===== src/pkg/hfcrc_pkg.sv =====
// shared types and constants of the hdlc frame check unit
package hfcrc_pkg;

    // crc mode chosen by software, latched per frame
    typedef enum logic [1:0] {
        HFCRC_MODE_CCITT,
        HFCRC_MODE_CRC16,
        HFCRC_MODE_CRC32
    } hfcrc_mode_t;

    // source of the serial transmit pin
    typedef enum logic [1:0] {
        HFCRC_SRC_PACKETIZER,
        HFCRC_SRC_CLEAR,
        HFCRC_SRC_STATIC
    } hfcrc_txsrc_t;

    // what the packetizer puts in the next transmit bit slot
    typedef enum logic [1:0] {
        HFCRC_TXK_FLAG,
        HFCRC_TXK_DATA,
        HFCRC_TXK_STUFF,
        HFCRC_TXK_CHECK
    } hfcrc_txkind_t;

    typedef enum logic [1:0] {
        HFCRC_TX_IDLE,
        HFCRC_TX_BODY,
        HFCRC_TX_CHECK
    } hfcrc_txstate_t;

    // one transmit bit slot, valid while the bit request pulses
    typedef struct packed {
        hfcrc_txkind_t kind;
        logic          data;
        logic          frame_start;
        logic          byte_first;
    } hfcrc_tx_bit_t;

    // one sampled receive bit
    typedef struct packed {
        logic valid;
        logic data;
    } hfcrc_rx_bit_t;

    // receive checker commands from the packetizer, one-cycle strobes
    typedef struct packed {
        logic frame_start;
        logic shift;
        logic data;
        logic frame_close;
    } hfcrc_rx_ctrl_t;

    // receive verdict at the closing flag
    typedef struct packed {
        logic done;
        logic crc_bad;
    } hfcrc_rx_result_t;

    localparam logic [15:0] HFCRC_POLY16     = 16'h1021;
    localparam logic [31:0] HFCRC_POLY32     = 32'h04C11DB7;
    localparam logic [15:0] HFCRC_RESIDUE16  = 16'h1D0F;
    localparam logic [31:0] HFCRC_RESIDUE32  = 32'hC704DD7B;
    localparam logic [31:0] HFCRC_ONES16     = 32'h0000FFFF;
    localparam logic [31:0] HFCRC_ONES32     = 32'hFFFFFFFF;
    localparam logic [31:0] HFCRC_ZEROS      = 32'h00000000;
    localparam logic [5:0]  HFCRC_LEN16      = 6'h10;
    localparam logic [5:0]  HFCRC_LEN32      = 6'h20;
    localparam logic        HFCRC_RST_LINE   = 1'h1;
    localparam logic [2:0]  HFCRC_RST_SYNC   = 3'h7;

endpackage


===== src/rtl/hfcrc_unit.sv =====
// hdlc frame check sequence generator and checker with serial pin handling
// How it works
// - transmit crc covers bits after opening flag to last data bit, stuffing excluded
// - both 16-bit modes use x16+x12+x5+1, one covered bit per shift
// - ccitt mode presets the transmit register to all ones per frame
// - ccitt and 32-bit modes send inverted register, most significant first
// - plain 16-bit mode presets the transmit register to all zeros
// - plain 16-bit mode sends the register uninverted, most significant first
// - receive register presets to all ones after each opening flag
// - receive computation skips stuffed zeros, tracking the transmitter
// - 16-bit modes expect residue 0x1D0F after the check field
// - wrong residue after the check field flags an invalid crc
// - 32-bit mode presets ones, uses the 32-bit ethernet-style polynomial
// - 32-bit mode expects residue 0xC704DD7B after the check field
// - transmit bits shift out on the modem's transmit bit clock
// - receive bits are sampled on the modem's receive bit clock
// - transmit pin picks packetizer, clear channel or static control level
// - transmit ready pulses on a message byte's first bit, never in check field
module hfcrc_unit
(
    input  wire logic                       REF_CLK_IN,
    input  wire logic                       RST_B_IN,
    input  wire hfcrc_pkg::hfcrc_mode_t     CRC_MODE_IN,
    input  wire hfcrc_pkg::hfcrc_txsrc_t    TX_SRC_SEL_IN,
    input  wire logic                       STATIC_LEVEL_IN,
    input  wire logic                       DTE_TXD_IN,
    input  wire logic                       SERIAL_TX_BIT_CLOCK_IN,
    input  wire logic                       SERIAL_RX_BIT_CLOCK_IN,
    input  wire logic                       SERIAL_RX_IN,
    input  wire hfcrc_pkg::hfcrc_tx_bit_t   TX_BIT_IN,
    input  wire hfcrc_pkg::hfcrc_rx_ctrl_t  RX_CTRL_IN,
    output logic                            SERIAL_TX_OUT,
    output logic                            TX_BIT_REQ_OUT,
    output logic                            TX_READY_OUT,
    output logic                            TX_CHECK_LAST_OUT,
    output hfcrc_pkg::hfcrc_rx_bit_t        RX_BIT_OUT,
    output hfcrc_pkg::hfcrc_rx_result_t     RX_RESULT_OUT
);
    import hfcrc_pkg::*;

    // one galois shift of the crc register; 16-bit modes use the low half
    function automatic logic [31:0] crc_step(input logic [31:0] c, input logic d,
                                             input logic wide);
        logic fb;
        fb = (wide ? c[31] : c[15]) ^ d;
        if (wide)
            crc_step = {c[30:0], 1'b0} ^ (fb ? HFCRC_POLY32 : HFCRC_ZEROS);
        else
            crc_step = {16'h0000, c[14:0], 1'b0} ^ (fb ? {16'h0000, HFCRC_POLY16} : HFCRC_ZEROS);
    endfunction

    // synchronisers for pins from outside the clock domain; stage 3 only for edges
    logic [2:0] tx_clk_sync;
    logic [2:0] rx_clk_sync;
    logic [1:0] rx_dat_sync;
    logic [1:0] dte_sync;

    always_ff @(posedge REF_CLK_IN or negedge RST_B_IN)
    begin
        if (!RST_B_IN)
        begin
            tx_clk_sync <= HFCRC_RST_SYNC;
            rx_clk_sync <= HFCRC_RST_SYNC;
            rx_dat_sync <= HFCRC_RST_SYNC[1:0];
            dte_sync    <= HFCRC_RST_SYNC[1:0];
        end
        else
        begin
            tx_clk_sync <= {tx_clk_sync[1:0], SERIAL_TX_BIT_CLOCK_IN};
            rx_clk_sync <= {rx_clk_sync[1:0], SERIAL_RX_BIT_CLOCK_IN};
            rx_dat_sync <= {rx_dat_sync[0], SERIAL_RX_IN};
            dte_sync    <= {dte_sync[0], DTE_TXD_IN};
        end
    end

    // edge finders; the modem samples on its rising edge, so we launch on falling
    wire tx_fall = tx_clk_sync[2] & ~tx_clk_sync[1];
    wire rx_rise = ~rx_clk_sync[2] & rx_clk_sync[1];

    // transmit side state
    hfcrc_txstate_t tx_state;
    hfcrc_txstate_t next_tx_state;
    hfcrc_mode_t    tx_mode;
    logic [31:0]    tx_crc;
    logic [31:0]    next_tx_crc;
    logic [5:0]     tx_cnt;
    logic [5:0]     next_tx_cnt;
    logic           pkt_line;
    logic           next_pkt_line;
    logic           tx_ready;
    logic           tx_last;
    logic           serial_tx;

    // mode seen by this slot: a frame start takes the fresh software choice
    wire            tx_fs      = TX_BIT_IN.frame_start;
    wire hfcrc_mode_t eff_mode = tx_fs ? CRC_MODE_IN : tx_mode;
    wire            eff_wide   = (eff_mode == HFCRC_MODE_CRC32);
    wire            eff_inv    = (eff_mode != HFCRC_MODE_CRC16);
    wire [5:0]      eff_len    = eff_wide ? HFCRC_LEN32 : HFCRC_LEN16;
    // ccitt and 32-bit preset ones, plain 16-bit presets zeros
    wire [31:0]     tx_preset  = (eff_mode == HFCRC_MODE_CRC16) ? HFCRC_ZEROS :
                                 (eff_wide ? HFCRC_ONES32 : HFCRC_ONES16);
    wire [31:0]     tx_base    = tx_fs ? tx_preset : tx_crc;
    wire            tx_msb     = eff_wide ? tx_base[31] : tx_base[15];
    wire            check_bit  = tx_msb ^ eff_inv;
    wire            is_check   = (TX_BIT_IN.kind == HFCRC_TXK_CHECK);

    assign TX_BIT_REQ_OUT = tx_fall;

    // next-state of the generator for the slot being requested
    always_comb
    begin
        next_tx_crc   = tx_base;
        next_tx_cnt   = tx_cnt;
        next_tx_state = tx_fs ? HFCRC_TX_BODY : tx_state;
        next_pkt_line = TX_BIT_IN.data;
        case (TX_BIT_IN.kind)
            HFCRC_TXK_DATA:
            begin
                next_tx_crc = crc_step(tx_base, TX_BIT_IN.data, eff_wide);
            end
            HFCRC_TXK_STUFF:
            begin
                next_tx_crc = tx_base;
            end
            HFCRC_TXK_CHECK:
            begin
                // shift the register out, high order first; zero fill behind it
                next_pkt_line = check_bit;
                next_tx_crc   = {tx_base[30:0], 1'b0};
                next_tx_cnt   = tx_cnt + 6'h01;
                next_tx_state = HFCRC_TX_CHECK;
                if (next_tx_cnt == eff_len)
                begin
                    next_tx_cnt   = 6'h00;
                    next_tx_state = HFCRC_TX_IDLE;
                end
            end
            HFCRC_TXK_FLAG:
            begin
                // closing flag, idle or abort: not covered
                next_tx_crc = tx_base;
                next_tx_cnt = 6'h00;
                if (!tx_fs)
                    next_tx_state = HFCRC_TX_IDLE;
            end
            default:
            begin
                next_tx_crc = tx_base;
            end
        endcase
    end

    // transmit registers, updated only on a bit slot
    always_ff @(posedge REF_CLK_IN or negedge RST_B_IN)
    begin
        if (!RST_B_IN)
        begin
            tx_state <= HFCRC_TX_IDLE;
            tx_mode  <= HFCRC_MODE_CCITT;
            tx_crc   <= HFCRC_ZEROS;
            tx_cnt   <= 6'h00;
            pkt_line <= HFCRC_RST_LINE;
        end
        else if (tx_fall)
        begin
            tx_state <= next_tx_state;
            tx_mode  <= eff_mode;
            tx_crc   <= next_tx_crc;
            tx_cnt   <= next_tx_cnt;
            pkt_line <= next_pkt_line;
        end
    end

    // ready pulses only for message bytes, held off through the check field
    wire next_tx_ready = tx_fall & (TX_BIT_IN.kind == HFCRC_TXK_DATA) &
                         TX_BIT_IN.byte_first & (tx_state != HFCRC_TX_CHECK);
    wire next_tx_last  = tx_fall & is_check & ((tx_cnt + 6'h01) == eff_len);

    // pin source select; clear channel uses the synchronised terminal input
    wire next_serial_tx = (TX_SRC_SEL_IN == HFCRC_SRC_CLEAR)  ? dte_sync[1] :
                          (TX_SRC_SEL_IN == HFCRC_SRC_STATIC) ? STATIC_LEVEL_IN :
                          pkt_line;

    always_ff @(posedge REF_CLK_IN or negedge RST_B_IN)
    begin
        if (!RST_B_IN)
        begin
            tx_ready  <= 1'b0;
            tx_last   <= 1'b0;
            serial_tx <= HFCRC_RST_LINE;
        end
        else
        begin
            tx_ready  <= next_tx_ready;
            tx_last   <= next_tx_last;
            serial_tx <= next_serial_tx;
        end
    end

    assign SERIAL_TX_OUT     = serial_tx;
    assign TX_READY_OUT      = tx_ready;
    assign TX_CHECK_LAST_OUT = tx_last;

    // receive sampling on the modem's rising edge
    hfcrc_rx_bit_t rx_bit;

    always_ff @(posedge REF_CLK_IN or negedge RST_B_IN)
    begin
        if (!RST_B_IN)
            rx_bit <= '0;
        else
            rx_bit <= '{valid: rx_rise, data: rx_rise ? rx_dat_sync[1] : rx_bit.data};
    end

    assign RX_BIT_OUT = rx_bit;

    // receive checker; the packetizer shifts only de-stuffed non-flag bits
    hfcrc_mode_t      rx_mode;
    logic [31:0]      rx_crc;
    hfcrc_rx_result_t rx_result;

    wire        rx_wide   = (rx_mode == HFCRC_MODE_CRC32);
    // every mode starts the receive register at all ones
    wire [31:0] rx_preset = (CRC_MODE_IN == HFCRC_MODE_CRC32) ? HFCRC_ONES32 : HFCRC_ONES16;
    wire        rx_res_ok = rx_wide ? (rx_crc == HFCRC_RESIDUE32) :
                                      (rx_crc[15:0] == HFCRC_RESIDUE16);

    always_ff @(posedge REF_CLK_IN or negedge RST_B_IN)
    begin
        if (!RST_B_IN)
        begin
            rx_mode   <= HFCRC_MODE_CCITT;
            rx_crc    <= HFCRC_ONES32;
            rx_result <= '0;
        end
        else
        begin
            rx_result <= '{done: RX_CTRL_IN.frame_close,
                           crc_bad: RX_CTRL_IN.frame_close & ~rx_res_ok};
            if (RX_CTRL_IN.frame_start)
            begin
                rx_mode <= CRC_MODE_IN;
                rx_crc  <= rx_preset;
            end
            else if (RX_CTRL_IN.shift)
                rx_crc <= crc_step(rx_crc, RX_CTRL_IN.data, rx_wide);
        end
    end

    assign RX_RESULT_OUT = rx_result;

    // checks on the transmit generator
    property p_stuff_hold;
        @(posedge REF_CLK_IN) disable iff (!RST_B_IN)
        tx_fall && !tx_fs && TX_BIT_IN.kind == HFCRC_TXK_STUFF |=> $stable(tx_crc);
    endproperty
    a_stuff_hold: assert property (p_stuff_hold) else $error("stuffed bit moved crc");

    property p_poly16_feed;
        @(posedge REF_CLK_IN) disable iff (!RST_B_IN)
        tx_fall && !tx_fs && TX_BIT_IN.kind == HFCRC_TXK_DATA && tx_mode != HFCRC_MODE_CRC32
        |=> tx_crc[0] == $past(tx_crc[15] ^ TX_BIT_IN.data) && tx_crc[31:16] == 16'h0000;
    endproperty
    a_poly16_feed: assert property (p_poly16_feed) else $error("16-bit feedback wrong");

    property p_ccitt_preset;
        @(posedge REF_CLK_IN) disable iff (!RST_B_IN)
        tx_fall && tx_fs && CRC_MODE_IN == HFCRC_MODE_CCITT && TX_BIT_IN.kind == HFCRC_TXK_DATA
        |=> tx_crc == ($past(TX_BIT_IN.data) ? 32'h0000FFFE : 32'h0000EFDF);
    endproperty
    a_ccitt_preset: assert property (p_ccitt_preset) else $error("ccitt preset wrong");

    property p_crc16_preset;
        @(posedge REF_CLK_IN) disable iff (!RST_B_IN)
        tx_fall && tx_fs && CRC_MODE_IN == HFCRC_MODE_CRC16 && TX_BIT_IN.kind == HFCRC_TXK_DATA
        |=> tx_crc == ($past(TX_BIT_IN.data) ? 32'h00001021 : 32'h00000000);
    endproperty
    a_crc16_preset: assert property (p_crc16_preset) else $error("crc16 preset wrong");

    property p_check_inverted;
        @(posedge REF_CLK_IN) disable iff (!RST_B_IN)
        tx_fall && is_check && !tx_fs && tx_mode != HFCRC_MODE_CRC16
        |=> pkt_line == !$past(tx_mode == HFCRC_MODE_CRC32 ? tx_crc[31] : tx_crc[15]);
    endproperty
    a_check_inverted: assert property (p_check_inverted) else $error("check not inverted");

    property p_check_plain;
        @(posedge REF_CLK_IN) disable iff (!RST_B_IN)
        tx_fall && is_check && !tx_fs && tx_mode == HFCRC_MODE_CRC16
        |=> pkt_line == $past(tx_crc[15]);
    endproperty
    a_check_plain: assert property (p_check_plain) else $error("plain check bit wrong");

    property p_ready_quiet;
        @(posedge REF_CLK_IN) disable iff (!RST_B_IN)
        tx_fall && (is_check || tx_state == HFCRC_TX_CHECK) |=> !TX_READY_OUT;
    endproperty
    a_ready_quiet: assert property (p_ready_quiet) else $error("ready in check field");

    property p_mode_stable;
        @(posedge REF_CLK_IN) disable iff (!RST_B_IN)
        !(tx_fall && tx_fs) |=> $stable(tx_mode);
    endproperty
    a_mode_stable: assert property (p_mode_stable) else $error("mode changed mid frame");

    property p_static_pin;
        @(posedge REF_CLK_IN) disable iff (!RST_B_IN)
        TX_SRC_SEL_IN == HFCRC_SRC_STATIC |=> SERIAL_TX_OUT == $past(STATIC_LEVEL_IN);
    endproperty
    a_static_pin: assert property (p_static_pin) else $error("static level not on pin");

    property p_tx_on_edge;
        @(posedge REF_CLK_IN) disable iff (!RST_B_IN)
        $changed(pkt_line) |-> $past(tx_clk_sync[2] & ~tx_clk_sync[1]);
    endproperty
    a_tx_on_edge: assert property (p_tx_on_edge) else $error("tx bit off clock edge");

    // checks on the receive checker
    property p_rx_preset;
        @(posedge REF_CLK_IN) disable iff (!RST_B_IN)
        RX_CTRL_IN.frame_start |=> rx_crc[15:0] == 16'hFFFF;
    endproperty
    a_rx_preset: assert property (p_rx_preset) else $error("receive preset not ones");

    property p_rx_verdict;
        @(posedge REF_CLK_IN) disable iff (!RST_B_IN)
        RX_CTRL_IN.frame_close && rx_mode != HFCRC_MODE_CRC32 && rx_crc[15:0] != HFCRC_RESIDUE16
        |=> RX_RESULT_OUT.done && RX_RESULT_OUT.crc_bad;
    endproperty
    a_rx_verdict: assert property (p_rx_verdict) else $error("bad residue not flagged");

    property p_rx_sample;
        @(posedge REF_CLK_IN) disable iff (!RST_B_IN)
        RX_BIT_OUT.valid |-> $past(rx_clk_sync[1] & ~rx_clk_sync[2]) && !$past(RX_BIT_OUT.valid);
    endproperty
    a_rx_sample: assert property (p_rx_sample) else $error("rx bit off clock edge");

endmodule


===== config.mk =====
export PLATFORM = sky130hd
export DESIGN_NAME = hfcrc_unit
export DESIGN_NICKNAME = d
export VERILOG_FILES = /design/src/pkg/hfcrc_pkg.sv /design/src/rtl/hfcrc_unit.sv
export SDC_FILE = /design/constraint.sdc
export NUM_CORES = 1
export LEC_CHECK = 0
export BUFFER_PORTS_ARGS = -buffer_cell sky130_fd_sc_hd__buf_4
export CAP_MARGIN = 25
export CORE_UTILIZATION = 35
export DETAILED_ROUTE_END_ITERATION = 7
export SLEW_MARGIN = 5
export SYNTH_ARGS = -nofsm -noshare
export SYNTH_HDL_FRONTEND = slang
export SYNTH_SLANG_ARGS = --single-unit
export TNS_END_PERCENT = 20

===== constraint.sdc =====
create_clock -name REF_CLK_IN -period 2 [get_ports REF_CLK_IN]
set_input_delay 0.4 -clock REF_CLK_IN [delete_from_list [all_inputs] [get_ports REF_CLK_IN]]
set_output_delay 0.4 -clock REF_CLK_IN [all_outputs]
set_load 0.05 [all_outputs]

; ---- Word level (Yosys, flattened, before mapping)
; Cells that the tools add are included.
; Widths: inputs -> output; s select.
[classes]
addsub = 1
n_reduce_logical = 5
n_eq_ne = 14
muxes = 27
bitwise = 18
[ops]
columns = operator, count
row1 = $mux 32, 8
row2 = $pmux 32 s3, 1
row3 = $xor 32x27->32, 2
row4 = $mux 27, 2
row5 = $eq 32x32->1 const B, 1
row6 = $xor 16x13->16, 2
row7 = $mux 13, 2
row8 = $eq 16x13->1 const B, 1
row9 = $eq 2x2->1 const B, 6
row10 = $mux 6, 2
row11 = $pmux 6 s2, 1
row12 = $and 1x1->1, 8
row13 = $mux 2, 4
row14 = $add 6x1->6 const B, 1
row15 = $eq 2x1->1 const B, 3
row16 = $eq 6x6->1, 1
row17 = $mux 1, 6
row18 = $pmux 2 s2, 1
row19 = $reduce_bool 2->1, 2
row20 = $not 1->1, 3
row21 = $xor 1x1->1, 3
row22 = $logic_not 2->1, 1
row23 = $ne 2x1->1 const B, 1
row24 = $ne 2x2->1 const B, 1
row25 = 2 further kinds, 2
[word_totals]
regBits = 94
output_inout_bits = 8
wordCells = 83

; ---- Logic depth before layout (Yosys ltp)
[logic_depth]
word_depth = 11
ltp_mapped = 10
mapped_depth_nobuf = 8

; ---- Least setup slack after synthesis
; Ideal clock, no wire load.
[synth_timing]
path_kind = input -> register
start = input TX_BIT_IN[3] (netlist name)
end = register tx_crc[26]
arrival_ps = 1835
path_slack_ps = 38
path_stages = 10
setup_time_ps = 126
cell_sequence = inv_1 ha_1 buf_2 nor2_1 nor2_1 clkbuf_1 a21oi_1 o221ai_1 o32ai_1 nor2_1
[synth_via]
elab_chain_len = 3
elab_cells_between_ends = 6
cone_classes = 3 x eq/ne / 1 x mux / 2 x reduce/logical
[synth_rtl]
columns = element, line_no
row1 = from (decl), hfcrc_unit.sv:30  ; input wire hfcrc_pkg::hfcrc_tx_bit_t TX_BIT_IN,
row2 = $eq 2x2->1 or $logic_not 2->1 (tied branches), hfcrc_unit.sv:117  ; case (TX_BIT_IN.kind)
row3 = $reduce_or 2->1 (no line), --
row4 = $pmux 32 s3 *, hfcrc_unit.sv:117
row5 = to (signal assigned), hfcrc_unit.sv:169  ; tx_crc <= next_tx_crc;
row6 = to (decl), hfcrc_unit.sv:84  ; logic [31:0] tx_crc;
; Every way passes the cells marked *; elsewhere a longest branch is shown, timed or not.
; A chain may end at the register's enable or synchronous reset.

; ---- Final worst setup path
[layout_timing]
start = register tx_clk_sync[2]
end = output TX_BIT_REQ_OUT
[layout_via]
elab_chain_len = 1
[layout_rtl]
columns = element, line_no
row1 = from (decl), hfcrc_unit.sv:53  ; logic [2:0] tx_clk_sync;
row2 = from (signal assigned), hfcrc_unit.sv:69  ; tx_clk_sync <= {tx_clk_sync[1:0], SERIAL_TX_BIT_CLOCK_IN};
row3 = $and 1x1->1, hfcrc_unit.sv:77  ; wire tx_fall = tx_clk_sync[2] & ~tx_clk_sync[1];
row4 = to (decl), hfcrc_unit.sv:33  ; output logic TX_BIT_REQ_OUT,
; No other way between the ends.

==> results.tsv <==
stage	metric	value	unit
run_status	outcome	complete, no violations	
routing	via count	4418	
timing	f_max	525	MHz
timing	min cycle time layout	1900	ps
floorplan	core area	14500	sq um
global_routing	vias in the first global route	4470	
critical_path	Levels on crit path	4	
power_and_ir_drop	Clk pwr share	31.9	%
layout	ANT cells	0	
critical_path	critical path peak fanout	33	
routing	first drt pass iteration count	5	
critical_path	CP Capture Type	output port	
yosys	most common flop cell mapped by yosys	dfrtp_1	
power_and_ir_drop	P_int	0.00373	W
timing	post-route setup slack	95.5	ps
timing	Worst slew margin	61.4	%
routing	Vias/cell	5.41	
power_and_ir_drop	Leak Pwr	2.58	nW
floorplan	DIE AREA	15400	sq um
yosys	yosys warns	0	
critical_path	Register-to-Register Path Depth	6	
critical_path	crit-path leading delay family	buffers and inverters	
clock_network	CTS resizes	0	
layout	Non-Filler Instances	816	
routing	Post-DRT Antenna Nets	0	
clock_network	cts hold-fix bufs	0	
global_routing	largest net degree at the start of global routing	38	
yosys	Avg Inst Size Synth	9.06	sq um
routing	# DRC	0	
placed_design	RD Place Congestion	0.867	
placed_design	worst slack, placed	5.05	ps
critical_path	RR Startpoint	tx_mode[0]$_DFFE_PN0P_	
critical_path	Setup CP Type	reg -> out	
yosys	Cells after Synth	577	
placed_design	placed instance area	5880	sq um
layout	Design Area, Final	6180	sq um
yosys	Seq cells post-synth	94	
clock_network	CTS tree	built	
placed_design	Cells after DPL	800	
power_and_ir_drop	Worst IR Drop VDD	0.000425	V
flow_run	Max-Cap Viols	0	
global_routing	first-pass GRT wire length	22.2	mm
clock_network	CTS sink cnt	94	
clock_network	later-pin clock latency in the skew report	350	ps
clock_network	CTS Buf Count	9	
placed_design	HPWL after DPL	9.07	mm
global_routing	GRT overflow	0	
clock_network	Worst-path clk slew	70	ps
timing	Setup Skew	5.48	ps
yosys	post-synthesis cell area	5230	sq um
floorplan	Die Wd	124	um
layout	Synth-to-Final Area Change	18.2	%
yosys	syn nets	602	
yosys	Cell variety after synth	66	
layout	Multi-input gate area	2630	sq um
power_and_ir_drop	Seq pwr share	44.6	%
layout	Sequential cell area	2410	sq um
yosys	sequential fraction of the synthesis area	46.1	%
timing	fin crit share	95.2	%
power_and_ir_drop	Comb pwr share	23.5	%
critical_path	CP startpoint	tx_clk_sync[2]$_DFF_PN1_	
power_and_ir_drop	NetSw	0.00170	W
timing	setup violators final	0	
clock_network	H-tree depth	3	
layout	Nets	652	
clock_network	CTS Root Cell	clkbuf_16	
yosys	Post-synth EDFFs	0	
critical_path	CP startpoint kind	flop	
floorplan	cell row count	44	
critical_path	Worst Path Required	1600	ps
global_routing	Tot GR Track Use	17.6	%
routing	DR WL/cell	15.6	um
critical_path	CP arrival	1500	ps
critical_path	Crit-path slowest cell	dfstp_2	
clock_network	CTS max path bufs	2	
timing	endpoints failing hold	0	
critical_path	register-to-register setup slack	200	ps
layout	fillers	1440	
power_and_ir_drop	P per Cell Area	878	nW/um^2
critical_path	Cell Chain, Critical Path	nand2b_1 > inv_1 > buf_12 > buf_4	
placed_design	PortBufs	27	
floorplan	io pins	28	
clock_network	Post-CTS Setup Bufs	0	
timing	unrepaired setup endpoints after global routing	false	
routing	drt total wl	12.7	mm
timing	Slew @ Worst Pin	577	ps
critical_path	critical path buffer and inverter count	3	
critical_path	reg2reg end	tx_crc[5]$_DFFE_PN0P_	
timing	Max Slew Vio Count	0	
timing	post-route setup TNS	0	ps
critical_path	critical path's largest stage delay	520	ps
routing	violation count after the first detailed-route iteration	309	
yosys	ys async rst share	100	%
hold_path	Worst Hold Class	in -> async	
global_routing	initial antenna violation count	0	
floorplan	Die H	124	um
layout	share of cells above drive strength 1	25.6	%
floorplan	initial core utilization	36.0	%
power_and_ir_drop	switching share of power	31.3	%
## synthesized netlist by cell type, types with 3 or more instances
cell type	instances	area [sq um]
dfstp_2	44	1160
a21oi_1	49	245
o21ai_0	37	185
nor2_1	87	327
xnor2_1	14	123
dfrtp_1	50	1250
nand4b_1	4	35.0
xor2_1	10	87.6
a22oi_1	4	30.0
a211oi_1	3	22.5
clkbuf_1	20	75.1
o22ai_1	15	93.8
mux2_2	6	67.6
a221oi_1	10	87.6
o221ai_1	3	26.3
nor3b_1	3	22.5
nand2b_1	4	25.0
a31oi_1	5	31.3
buf_2	8	40.0
nor3_1	13	65.1
inv_1	6	22.5
nand3_1	16	80.1
o21ai_1	4	20.0
mux2i_1	13	130
buf_6	3	33.8
nor4_1	7	43.8
ha_1	5	62.6
or2_2	8	50.1
nand2_1	69	259
nor2b_1	7	43.8
## cell usage in the layout, fill, tap and decap left out, types with 3 or more instances in the layout
cell / instances
inv_1: 6
a22oi_1: 4
o21ai_0: 37
a31oi_1: 5
nand3_1: 16
xor2_1: 10
buf_4: 69
nand2b_1: 4
nand4b_1: 4
nor3_1: 13
mux2_2: 6
nor2_1: 87
buf_12: 3
nand2_1: 69
or2_2: 8
o21ai_1: 4
dfrtp_1: 50
a221oi_1: 10
nor2b_1: 7
nor4_1: 7
mux2i_1: 13
xnor2_1: 14
o221ai_1: 3
a211oi_1: 3
ha_1: 5
a21oi_1: 49
dfstp_2: 44
clkbuf_16: 10
o22ai_1: 15
nor3b_1: 3
## cell families after synthesis
logic type	Yosys count	share of synthesized area, %
simple gates	240	22.0
compound gates	150	18.2
flops	94	46.1
buf+inv	41	3.57
xor+xnor	26	4.64
mux	21	4.26
fa+ha+maj	5	1.20
## cell type report
class,instances,area share [%]
Clock buffer,12,4.33
Clock inverter,4,0.547
Inverter,8,0.486
Multi-Input combinational cell,442,42.6
Sequential cell,94,38.9
Tap cell,184,3.72
Timing Repair Buffer,72,9.35
## stage by stage
step	power (W)	hold slack [ps]	utilization, %
3_3_place_gp	0.00368	346	40.5
6_report	0.00542	10.7	42.5
3_5_place_dp	0.00372	347	40.5
5_1_grt	0.00575	31.7	42.5
2_1_floorplan	0.00329	104	-
4_1_cts	0.00548	14.4	42.5
## state kept, by name, summed over array words and instances, names as in the netlist, 3 cells and up
name / count
rx_crc: 32
tx_crc: 32
tx_cnt: 6
rx_clk_sync: 3
tx_clk_sync: 3
## power groups by stage
stage          Clock, W  Combinational, W  Sequential, W
3_5_place_dp          0           0.00128        0.00244
6_report        0.00173           0.00128        0.00242
3_3_place_gp          0           0.00124        0.00244
2_1_floorplan         0          0.000882        0.00241
5_1_grt         0.00186           0.00143        0.00246
4_1_cts         0.00179           0.00128        0.00241
## metal layers
layer / vias up / routed length [um] / track usage [%] / share of wire (%)
met3: 17 / 595 / 4.27 / 4.7
met4: 0 / 246 / 6.66 / 1.9
met2: 113 / 5760 / 26.9 / 45
met5: - / 0 / 0 / 0
met1: 2137 / 6130 / 23.9 / 48
li1: 2151 / - / - / -
## worst max-delay path by stage
stage	end
CTS	TX_BIT_REQ_OUT
detailed placement	tx_crc[6]$_DFFE_PN0P_
global route	TX_BIT_REQ_OUT
global placement	tx_crc[23]$_DFFE_PN0P_
floorplan	tx_crc[26]$_DFFE_PN0P_
finish	TX_BIT_REQ_OUT
Note: power is estimated with default switching activity, not from simulation.
